<file path="src/hw/uifl_pkg.sv">
// Purpose: shared constants and types of the usb interrupt flag logic
// Assumes: 100 MHz system clock, engine events arrive on the same clock
// Notes: register offsets index an 8-bit register port
`default_nettype none
package uifl_pkg;
  localparam int CLK_HZ = 100_000_000;
  localparam int IDLE_TIME_US = 3000; // 3 ms of constant idle
  localparam int IDLE_CYCLES = IDLE_TIME_US * (CLK_HZ / 1_000_000);
  localparam int TURN_BIT_LIMIT = 16; // bit times after eop before timeout
  localparam int WAKE_SYNC_CYCLES = 4;
  localparam int TXN_FIFO_DEPTH = 4;

  localparam logic [2:0] ADDR_STAT_FLAGS = 3'h0;
  localparam logic [2:0] ADDR_STAT_EN = 3'h1;
  localparam logic [2:0] ADDR_ERR_FLAGS = 3'h2;
  localparam logic [2:0] ADDR_ERR_EN = 3'h3;
  localparam logic [2:0] ADDR_TXN_STATUS = 3'h4;
  localparam logic [2:0] ADDR_DEV_ADDR = 3'h5;
  localparam logic [2:0] ADDR_CTRL = 3'h6;

  localparam int BIT_FRAME_START = 6;
  localparam int BIT_STALL_SENT = 5;
  localparam int BIT_BUS_IDLE = 4;
  localparam int BIT_TXN_DONE = 3;
  localparam int BIT_BUS_ACT = 2;
  localparam int BIT_ERR_SUM = 1;
  localparam int BIT_BUS_RESET = 0;
  localparam int BIT_STUFF = 7;
  localparam int BIT_TURNAROUND = 4;
  localparam int BIT_PARTIAL = 3;
  localparam int BIT_DATA_CRC = 2;
  localparam int BIT_TOKEN_CRC = 1;
  localparam int BIT_PID_CHECK = 0;
  localparam int BIT_SUSPEND = 0;

  localparam logic [7:0] STAT_IMPL_MASK = 8'h7F;
  localparam logic [7:0] STAT_SW_MASK = 8'h7D;
  localparam logic [7:0] ERR_IMPL_MASK = 8'h9F;
  localparam logic [7:0] REG_RST = 8'h00;
  localparam logic [6:0] DEV_ADDR_RST = 7'h00;

  typedef enum logic [1:0] {
    TOK_OUT = 2'h0,
    TOK_IN = 2'h1,
    TOK_SETUP = 2'h3,
    TOK_OTHER = 2'h2
  } uifl_token_t;

  typedef enum logic {
    ACT_WAIT_IDLE = 1'b0,
    ACT_ARMED = 1'b1
  } uifl_act_state_t;

  typedef enum logic {
    TA_IDLE = 1'b0,
    TA_WAIT = 1'b1
  } uifl_ta_state_t;

  typedef struct packed {
    logic wr;
    logic rd;
    logic [2:0] addr;
    logic [7:0] wdata;
  } uifl_bus_req_t;

  typedef struct packed {
    logic frame_start;
    logic stall_sent;
    logic bus_reset;
    logic bus_active;
    logic bus_idle_level;
  } uifl_stat_ev_t;

  typedef struct packed {
    logic stuff;
    logic partial_byte;
    logic data_crc;
    logic token_crc;
    logic pid_check;
    logic eop;
    logic bit_tick;
    logic resp_start;
  } uifl_err_ev_t;

  typedef struct packed {
    logic valid;
    uifl_token_t token;
    logic [7:0] info;
  } uifl_txn_t;
endpackage
`default_nettype wire

</file>
<file path="src/hw/uifl_top.sv">
// Purpose: two-level usb interrupt flags, enables, summary and request
// Assumes: engine event inputs are one-cycle pulses on clk_sys, except bus_idle_level, a level held while the bus is idle
// Notes: register port is 8 bits wide, read data valid one cycle after rd
//
// The placing of the registers and strobed register access were decided locally.
`default_nettype none
module uifl_top
  import uifl_pkg::*;
#(
  parameter int unsigned IDLE_CYC = IDLE_CYCLES,
  parameter int unsigned FIFO_DEPTH = TXN_FIFO_DEPTH
) (
  input wire logic clk_sys, // system clock
  input wire logic rst_n, // synchronous reset
  input wire uifl_bus_req_t bus_req, // register port request
  output logic [7:0] rd_data, // read data, cycle after rd
  input wire uifl_stat_ev_t stat_ev, // status events from engine
  input wire uifl_err_ev_t err_ev, // error events from engine
  input wire uifl_txn_t txn_in, // finished transaction entry
  output logic txn_fifo_full, // no room for another entry
  output logic [6:0] device_address, // device address register
  output logic suspend_control, // module suspended
  output logic usb_irq_request // single request to cpu
);
  localparam int IDLE_W = $clog2(IDLE_CYC + 1);
  localparam int PTR_W = (FIFO_DEPTH > 1) ? $clog2(FIFO_DEPTH) : 1;
  localparam int CNT_W = $clog2(FIFO_DEPTH + 1);
  localparam int TA_W = $clog2(TURN_BIT_LIMIT + 2);
  localparam int WAKE_W = $clog2(WAKE_SYNC_CYCLES + 1);

  logic [7:0] status_event_flags;
  logic [7:0] status_event_enables;
  logic [7:0] error_event_flags;
  logic [7:0] error_event_enables;
  logic error_summary_bit;
  logic wr_stat, wr_err, act_clear_blocked;
  logic [7:0] stat_hw_set, stat_sw_set, stat_sw_clr, err_hw_set, err_sw_clr;
  logic [7:0] stat_view;
  logic [IDLE_W-1:0] idle_cnt;
  logic idle_event;
  uifl_act_state_t act_state;
  logic act_fire;
  uifl_ta_state_t ta_state;
  logic [TA_W-1:0] ta_cnt;
  logic ta_timeout;
  logic [WAKE_W-1:0] wake_cnt;
  uifl_txn_t txn_mem [FIFO_DEPTH];
  logic [PTR_W-1:0] txn_rd_ptr, txn_wr_ptr;
  logic [CNT_W-1:0] txn_count, next_txn_count;
  logic txn_push, txn_pop;
  uifl_txn_t txn_head;

  assign wr_stat = bus_req.wr && bus_req.addr == ADDR_STAT_FLAGS;
  assign wr_err = bus_req.wr && bus_req.addr == ADDR_ERR_FLAGS;
  assign stat_view = status_event_flags | {6'h00, error_summary_bit, 1'b0};
  assign txn_head = txn_mem[txn_rd_ptr];

  // transaction status fifo
  assign txn_push = txn_in.valid && txn_count != CNT_W'(FIFO_DEPTH);
  assign txn_pop = wr_stat && !bus_req.wdata[BIT_TXN_DONE] && status_event_flags[BIT_TXN_DONE]
                   && txn_count != '0 && txn_head.token != TOK_OTHER;
  always_comb begin
    next_txn_count = txn_count;
    if (txn_push && !txn_pop) begin
      next_txn_count = txn_count + CNT_W'(1);
    end else if (txn_pop && !txn_push) begin
      next_txn_count = txn_count - CNT_W'(1);
    end
  end

  always_ff @(posedge clk_sys) begin
    if (txn_push) begin
      txn_mem[txn_wr_ptr] <= txn_in;
    end
  end

  always_ff @(posedge clk_sys) begin
    if (!rst_n) begin
      txn_rd_ptr <= '0;
      txn_wr_ptr <= '0;
      txn_count <= '0;
      txn_fifo_full <= 1'b0;
    end else begin
      if (txn_push) begin
        txn_wr_ptr <= (txn_wr_ptr == PTR_W'(FIFO_DEPTH - 1)) ? '0 : txn_wr_ptr + PTR_W'(1);
      end
      if (txn_pop) begin
        txn_rd_ptr <= (txn_rd_ptr == PTR_W'(FIFO_DEPTH - 1)) ? '0 : txn_rd_ptr + PTR_W'(1);
      end
      txn_count <= next_txn_count;
      txn_fifo_full <= next_txn_count == CNT_W'(FIFO_DEPTH);
    end
  end

  // idle detector: counter saturates so the event fires once per idle stretch
  assign idle_event = stat_ev.bus_idle_level && idle_cnt == IDLE_W'(IDLE_CYC - 1);
  always_ff @(posedge clk_sys) begin
    if (!rst_n) begin
      idle_cnt <= '0;
    end else if (!stat_ev.bus_idle_level) begin
      idle_cnt <= '0;
    end else if (idle_cnt != IDLE_W'(IDLE_CYC)) begin
      idle_cnt <= idle_cnt + IDLE_W'(1);
    end
  end

  // activity is armed only by an idle event, so traffic cannot re-raise it
  assign act_fire = act_state == ACT_ARMED && stat_ev.bus_active;
  always_ff @(posedge clk_sys) begin
    if (!rst_n) begin
      act_state <= ACT_WAIT_IDLE;
    end else begin
      case (act_state)
        ACT_WAIT_IDLE: begin
          if (idle_event) begin
            act_state <= ACT_ARMED;
          end
        end
        ACT_ARMED: begin
          if (act_fire) begin
            act_state <= ACT_WAIT_IDLE;
          end
        end
        default: begin
          act_state <= ACT_WAIT_IDLE;
        end
      endcase
    end
  end

  // suspend control and wake-up synchronisation window
  assign act_clear_blocked = suspend_control || wake_cnt != '0;
  always_ff @(posedge clk_sys) begin
    if (!rst_n) begin
      suspend_control <= 1'b0;
      wake_cnt <= '0;
    end else begin
      if (bus_req.wr && bus_req.addr == ADDR_CTRL) begin
        suspend_control <= bus_req.wdata[BIT_SUSPEND];
      end
      if (suspend_control && bus_req.wr && bus_req.addr == ADDR_CTRL && !bus_req.wdata[BIT_SUSPEND]) begin
        wake_cnt <= WAKE_W'(WAKE_SYNC_CYCLES);
      end else if (wake_cnt != '0) begin
        wake_cnt <= wake_cnt - WAKE_W'(1);
      end
    end
  end

  // turnaround timer counts bit strobes after eop until a response starts
  assign ta_timeout = ta_state == TA_WAIT && ta_cnt > TA_W'(TURN_BIT_LIMIT);
  always_ff @(posedge clk_sys) begin
    if (!rst_n) begin
      ta_state <= TA_IDLE;
      ta_cnt <= '0;
    end else begin
      case (ta_state)
        TA_IDLE: begin
          ta_cnt <= '0;
          if (err_ev.eop) begin
            ta_state <= TA_WAIT;
          end
        end
        TA_WAIT: begin
          if (err_ev.resp_start || ta_timeout) begin
            ta_state <= TA_IDLE;
          end else if (err_ev.eop) begin
            // timeout counts from the latest eop, not a stale one
            ta_cnt <= '0;
          end else if (err_ev.bit_tick) begin
            ta_cnt <= ta_cnt + TA_W'(1);
          end
        end
        default: begin
          ta_state <= TA_IDLE;
        end
      endcase
    end
  end

  // status flags: hardware set wins over a software clear in the same cycle
  always_comb begin
    stat_hw_set = 8'h00;
    stat_hw_set[BIT_FRAME_START] = stat_ev.frame_start;
    stat_hw_set[BIT_STALL_SENT] = stat_ev.stall_sent;
    stat_hw_set[BIT_BUS_IDLE] = idle_event;
    stat_hw_set[BIT_TXN_DONE] = txn_push || (txn_pop && txn_count > CNT_W'(1));
    stat_hw_set[BIT_BUS_ACT] = act_fire;
    stat_hw_set[BIT_BUS_RESET] = stat_ev.bus_reset;
    stat_sw_set = wr_stat ? (bus_req.wdata & STAT_SW_MASK) : 8'h00;
    stat_sw_clr = wr_stat ? (~bus_req.wdata & STAT_SW_MASK) : 8'h00;
    if (act_clear_blocked) begin
      stat_sw_clr[BIT_BUS_ACT] = 1'b0;
    end
  end

  always_ff @(posedge clk_sys) begin
    if (!rst_n) begin
      status_event_flags <= REG_RST;
    end else begin
      status_event_flags <= ((status_event_flags & ~stat_sw_clr) | stat_sw_set | stat_hw_set) & STAT_SW_MASK;
    end
  end

  // error flags: clear-only from software, set at detection
  always_comb begin
    err_hw_set = 8'h00;
    err_hw_set[BIT_STUFF] = err_ev.stuff;
    err_hw_set[BIT_TURNAROUND] = ta_timeout;
    err_hw_set[BIT_PARTIAL] = err_ev.partial_byte;
    err_hw_set[BIT_DATA_CRC] = err_ev.data_crc;
    err_hw_set[BIT_TOKEN_CRC] = err_ev.token_crc;
    err_hw_set[BIT_PID_CHECK] = err_ev.pid_check;
    err_sw_clr = wr_err ? (~bus_req.wdata & ERR_IMPL_MASK) : 8'h00;
  end

  always_ff @(posedge clk_sys) begin
    if (!rst_n) begin
      error_event_flags <= REG_RST;
    end else begin
      error_event_flags <= ((error_event_flags & ~err_sw_clr) | err_hw_set) & ERR_IMPL_MASK;
    end
  end

  // enables and device address
  always_ff @(posedge clk_sys) begin
    if (!rst_n) begin
      status_event_enables <= REG_RST;
      error_event_enables <= REG_RST;
    end else if (bus_req.wr) begin
      if (bus_req.addr == ADDR_STAT_EN) begin
        status_event_enables <= bus_req.wdata & STAT_IMPL_MASK;
      end
      if (bus_req.addr == ADDR_ERR_EN) begin
        error_event_enables <= bus_req.wdata & ERR_IMPL_MASK;
      end
    end
  end

  always_ff @(posedge clk_sys) begin
    if (!rst_n) begin
      device_address <= DEV_ADDR_RST;
    end else if (stat_ev.bus_reset) begin
      device_address <= DEV_ADDR_RST;
    end else if (bus_req.wr && bus_req.addr == ADDR_DEV_ADDR) begin
      device_address <= bus_req.wdata[6:0];
    end
  end

  // summary and request are registered, one cycle behind their sources
  always_ff @(posedge clk_sys) begin
    if (!rst_n) begin
      error_summary_bit <= 1'b0;
      usb_irq_request <= 1'b0;
    end else begin
      error_summary_bit <= |(error_event_flags & error_event_enables);
      usb_irq_request <= |(stat_view & status_event_enables);
    end
  end

  always_ff @(posedge clk_sys) begin
    if (!rst_n) begin
      rd_data <= 8'h00;
    end else if (bus_req.rd) begin
      case (bus_req.addr)
        ADDR_STAT_FLAGS: rd_data <= stat_view;
        ADDR_STAT_EN: rd_data <= status_event_enables;
        ADDR_ERR_FLAGS: rd_data <= error_event_flags;
        ADDR_ERR_EN: rd_data <= error_event_enables;
        ADDR_TXN_STATUS: rd_data <= (txn_count != '0) ? txn_head.info : 8'h00;
        ADDR_DEV_ADDR: rd_data <= {1'b0, device_address};
        ADDR_CTRL: rd_data <= {7'h00, suspend_control};
        default: rd_data <= 8'h00;
      endcase
    end else begin
      rd_data <= 8'h00;
    end
  end
endmodule
`default_nettype wire

</file>
<file path="config.mk">
export PLATFORM = sky130hd
export DESIGN_NAME = uifl_top
export DESIGN_NICKNAME = d
export VERILOG_FILES = /design/src/hw/uifl_pkg.sv /design/src/hw/uifl_top.sv
export SDC_FILE = /design/constraint.sdc
export NUM_CORES = 1
export LEC_CHECK = 0
export ABC_AREA = 1
export BUFFER_PORTS_ARGS = -buffer_cell sky130_fd_sc_hd__buf_4
export CORE_ASPECT_RATIO = 0.6
export CORE_MARGIN = 2
export CORE_UTILIZATION = 38
export CTS_CLUSTER_DIAMETER = 80
export DETAILED_ROUTE_END_ITERATION = 8
export GPL_TIMING_DRIVEN = 1
export HOLD_SLACK_MARGIN = 0.15
export PLACE_DENSITY = 0.57
export SYNTH_ARGS = -nofsm -noshare
export SYNTH_HDL_FRONTEND = slang
export SYNTH_SLANG_ARGS = --single-unit
</file>
<file path="constraint.sdc">
create_clock -name clk_sys -period 2 [get_ports clk_sys]
set_clock_uncertainty 0.1 [all_clocks]
set_input_delay 0.4 -clock clk_sys [delete_from_list [all_inputs] [get_ports clk_sys]]
set_output_delay 0.4 -clock clk_sys [all_outputs]
set_load 0.01 [all_outputs]
</file>
==> metrics <==
post-synthesis cell count 621; vias per std cell 5.056; largest cells by area after synthesis dfxtp_1 31%, edfxtp_1 23%, nand2_1 6.8%; CTS Sinks 122; die width 156.1 µm; Mean Syn Cell Area 8.488 µm²; fmax 544.6 MHz; ANT cells 0; DRT Wirelength 13,260 µm; Congestion Overflow GR 0; worst reg2reg endpoint txn_fifo_full$_SDFF_PN0_; leakage 2.675 nW; minimum clock period after layout 1836 ps; Sw Pwr 1.526 mW; Synth cell types 36; Root Driver clkbuf_16; Starting Density 38.80%; measured slew at the worst slew-check pin 457.9 ps; # H-tree levels 4; crit-path max cell delay 340 ps; worst r2r path cells 11; syn nets 676; top_reg_cell synth dfxtp_1; most area-hungry cell type in the Yosys netlist dfxtp_1; Final period util 91.82%; Area Overhead vs Synth 26.96%; CP Class flip-flop to flip-flop; DRC 0; share of post-route cells with drive strength above 1 16.02%; DR pass1 iterations 7; IO Count 57; Synth top cells by count 95 x nand2_1, 92 x inv_1, 82 x dfxtp_1; critical path's slowest cell dfxtp_1; status finished clean; Reg area 2843 µm²; Tot Pwr 6.254 mW; vias in the first global route 4,212; Critical Path RT 2240 ps; footprint of the multi-input gates 2028 µm²; DP HPWL 9636 µm; DR iter-0 viols 307; Post-DP Area 5951 µm²; yosys warns 0; combinational power share 9.1%; Routed Antenna Nets 0; CP arrival 2080 ps; Synth top area share 31.14%; Setup violations, final 0; count leader, synth nand2_1; max-cap violations 0; CP Launch Type flip-flop; Final nets 766; reg2reg setup slack 160 ps; sequential area share after synthesis 53.93%; switching fraction of total power 24.41%; Clock Tree Buf Depth 2; CTS tree yes; EDFF count, synth 40; Fill cells 1,287; Die Y 95.23 µm; Int Pwr 4.728 mW; Cell Rows 33; Fin. Hold Viols 0; Tot GR Track Use 18.51%; Port Buffers 56; cells along the critical path inv_1 > ha_1 > inv_1 > o21ai_2 > buf_4 > inv_1 > nand3_1 > nand2_1 > nand2_1 > nand3_1 > nor2_1; RR Startpoint txn_count[0]$_SDFF_PN0_; final RePlAce weighted congestion 0.9460; first-pass GRT wire length 21,110 µm; pins over their slew limit 0; Synth async-reset ratio 0%; Clock Pin Slew Worst Setup and Hold Paths 60 ps; type of the worst min-delay path primary input to flip-flop; Post-Synthesis Cell Area 5271 µm²; worst setup path start txn_count[0]$_SDFF_PN0_; Flop pwr share 43.6%; Yosys reg bits 122; CP max FO 10; WL/cell 14.75 µm; CP Capture Type flip-flop; Vias 4,545; Num CTS Buffers 17; clock share of power 47.3%; clk_lat worst skew 410 ps; largest net degree at the start of global routing 21; critical path endpoint txn_fifo_full$_SDFF_PN0_; CP most frequent cell inv_1; initial antenna violation count 0; core area 13,580 µm²; die area 14,860 µm²; design area 6693 µm²; pwr dens 934.5 nW/µm²; Slew HR 69.36%; VDD IR max 0.5548 mV
## metrics by stage
stage                     setup WS, ps  std cells  setup TNS (ps)  utilization (%)  hold slack (ps)
after CTS                        123.0        899               0            49.17            153.0
after floorplan                  129.1        621               0                -            325.3
after global routing            -20.27        899          -20.27            49.27            161.3
final                            163.6        899               0            49.27            161.3
after global placement           219.2        852               0            43.81            336.4
after detailed placement         153.3        852               0            43.81            343.0
## worst min path at each step
stage                         start                                    to  slack [ps]  cells after the start
2_1_floorplan  act_state$_SDFF_PN0_                  act_state$_SDFF_PN0_         330                      2
4_1_cts                  bus_req[6]  status_event_enables[6]$_SDFFE_PN0P_         150                      3
5_1_grt                   err_ev[3]       error_event_flags[0]$_SDFF_PN0_         160                      3
6_report                  err_ev[6]       error_event_flags[3]$_SDFF_PN0_         160                      3
3_5_place_dp   act_state$_SDFF_PN0_                  act_state$_SDFF_PN0_         340                      2
3_3_place_gp   act_state$_SDFF_PN0_                  act_state$_SDFF_PN0_         340                      2
## power groups by stage
stage	registers (mW)	logic [mW]	clock network [mW]
floorplan	2.76	0.330	0
global placement	2.77	0.521	0
detailed placement	2.78	0.538	0
CTS	2.72	0.564	3.01
global route	2.74	0.656	3.11
finish	2.73	0.568	2.96
## logic make-up (layout without fill, tap and decap cells)
group,count (synthesis),after routing,share of synthesized area [%]
buf+inv,107,210,7.856
simple gates,212,212,17.45
fa+ha+maj,16,16,3.798
compound gates,163,163,16.80
xor+xnor,1,1,0.1662
flops,122,122,53.93
## flip-flops by register name (all words and copies together) (netlist names), 5 cells and up, named ones only
signal	count
device_address	7
error_event_enables	6
error_event_flags	6
idle_cnt	19
rd_data	8
status_event_enables	7
status_event_flags	6
ta_cnt	5
txn_mem	40
## routing by layer
metal  global-route usage, %  up-vias  wire [µm]
met4                   6.193        0        171
met1                   26.29     2084       6473
met2                   27.51      161       5550
li1                        -     2278          -
met5                       0        -          0
met3                   4.864       22       1063
## layout make-up
class	instances	share of cell area, %
Sequential cell	122	42.48
Multi-Input combinational cell	392	30.30
Timing Repair Buffer	85	10.10
Clock buffer	17	6.356
Inverter	93	5.216
Tap cell	175	3.272
Clock inverter	15	2.281
## layout by cell type (no fill, tap or decap), types with 2 or more instances in the layout
cell type / Yosys / routed
nor2_4: 1 / 2
clkbuf_16: 0 / 17
nor2_2: 3 / 3
clkinv_4: 0 / 3
nand3_1: 33 / 33
edfxtp_1: 40 / 40
bufinv_16: 0 / 2
a41oi_1: 3 / 3
nand2_2: 3 / 4
a211oi_1: 2 / 2
ha_1: 16 / 16
clkinvlp_4: 0 / 5
dfxtp_1: 82 / 82
o22ai_1: 9 / 9
a21oi_1: 61 / 61
inv_1: 92 / 92
clkinv_2: 0 / 4
o21ai_0: 69 / 69
nor3_2: 2 / 2
dlygate4sd3_1: 0 / 15
buf_4: 1 / 70
nand2_1: 95 / 94
nand4_1: 7 / 7
nor2_1: 54 / 53
a31oi_1: 8 / 8
nor3_1: 9 / 9
a22oi_1: 3 / 3
a221oi_1: 4 / 4
## timing repair
action,in CTS,in global routing
setup buffers,0,0
hold endpoints to repair,45,0
hold buffers,15,0
endpoints found under the setup margin,0,3
resized for setup,0,4
## worst max-delay path, delay by kind of cell (launching register included)
kind                     cells  cell delay (ps)
buffers and inverters        4              450
AND/OR/NAND/NOR              5              510
AO/OA/AOI/OAI                1              180
adder cells (fa/ha/maj)      1              190
flip-flops                   1              340
No activity file was read; power rests on OpenSTA's default activity.
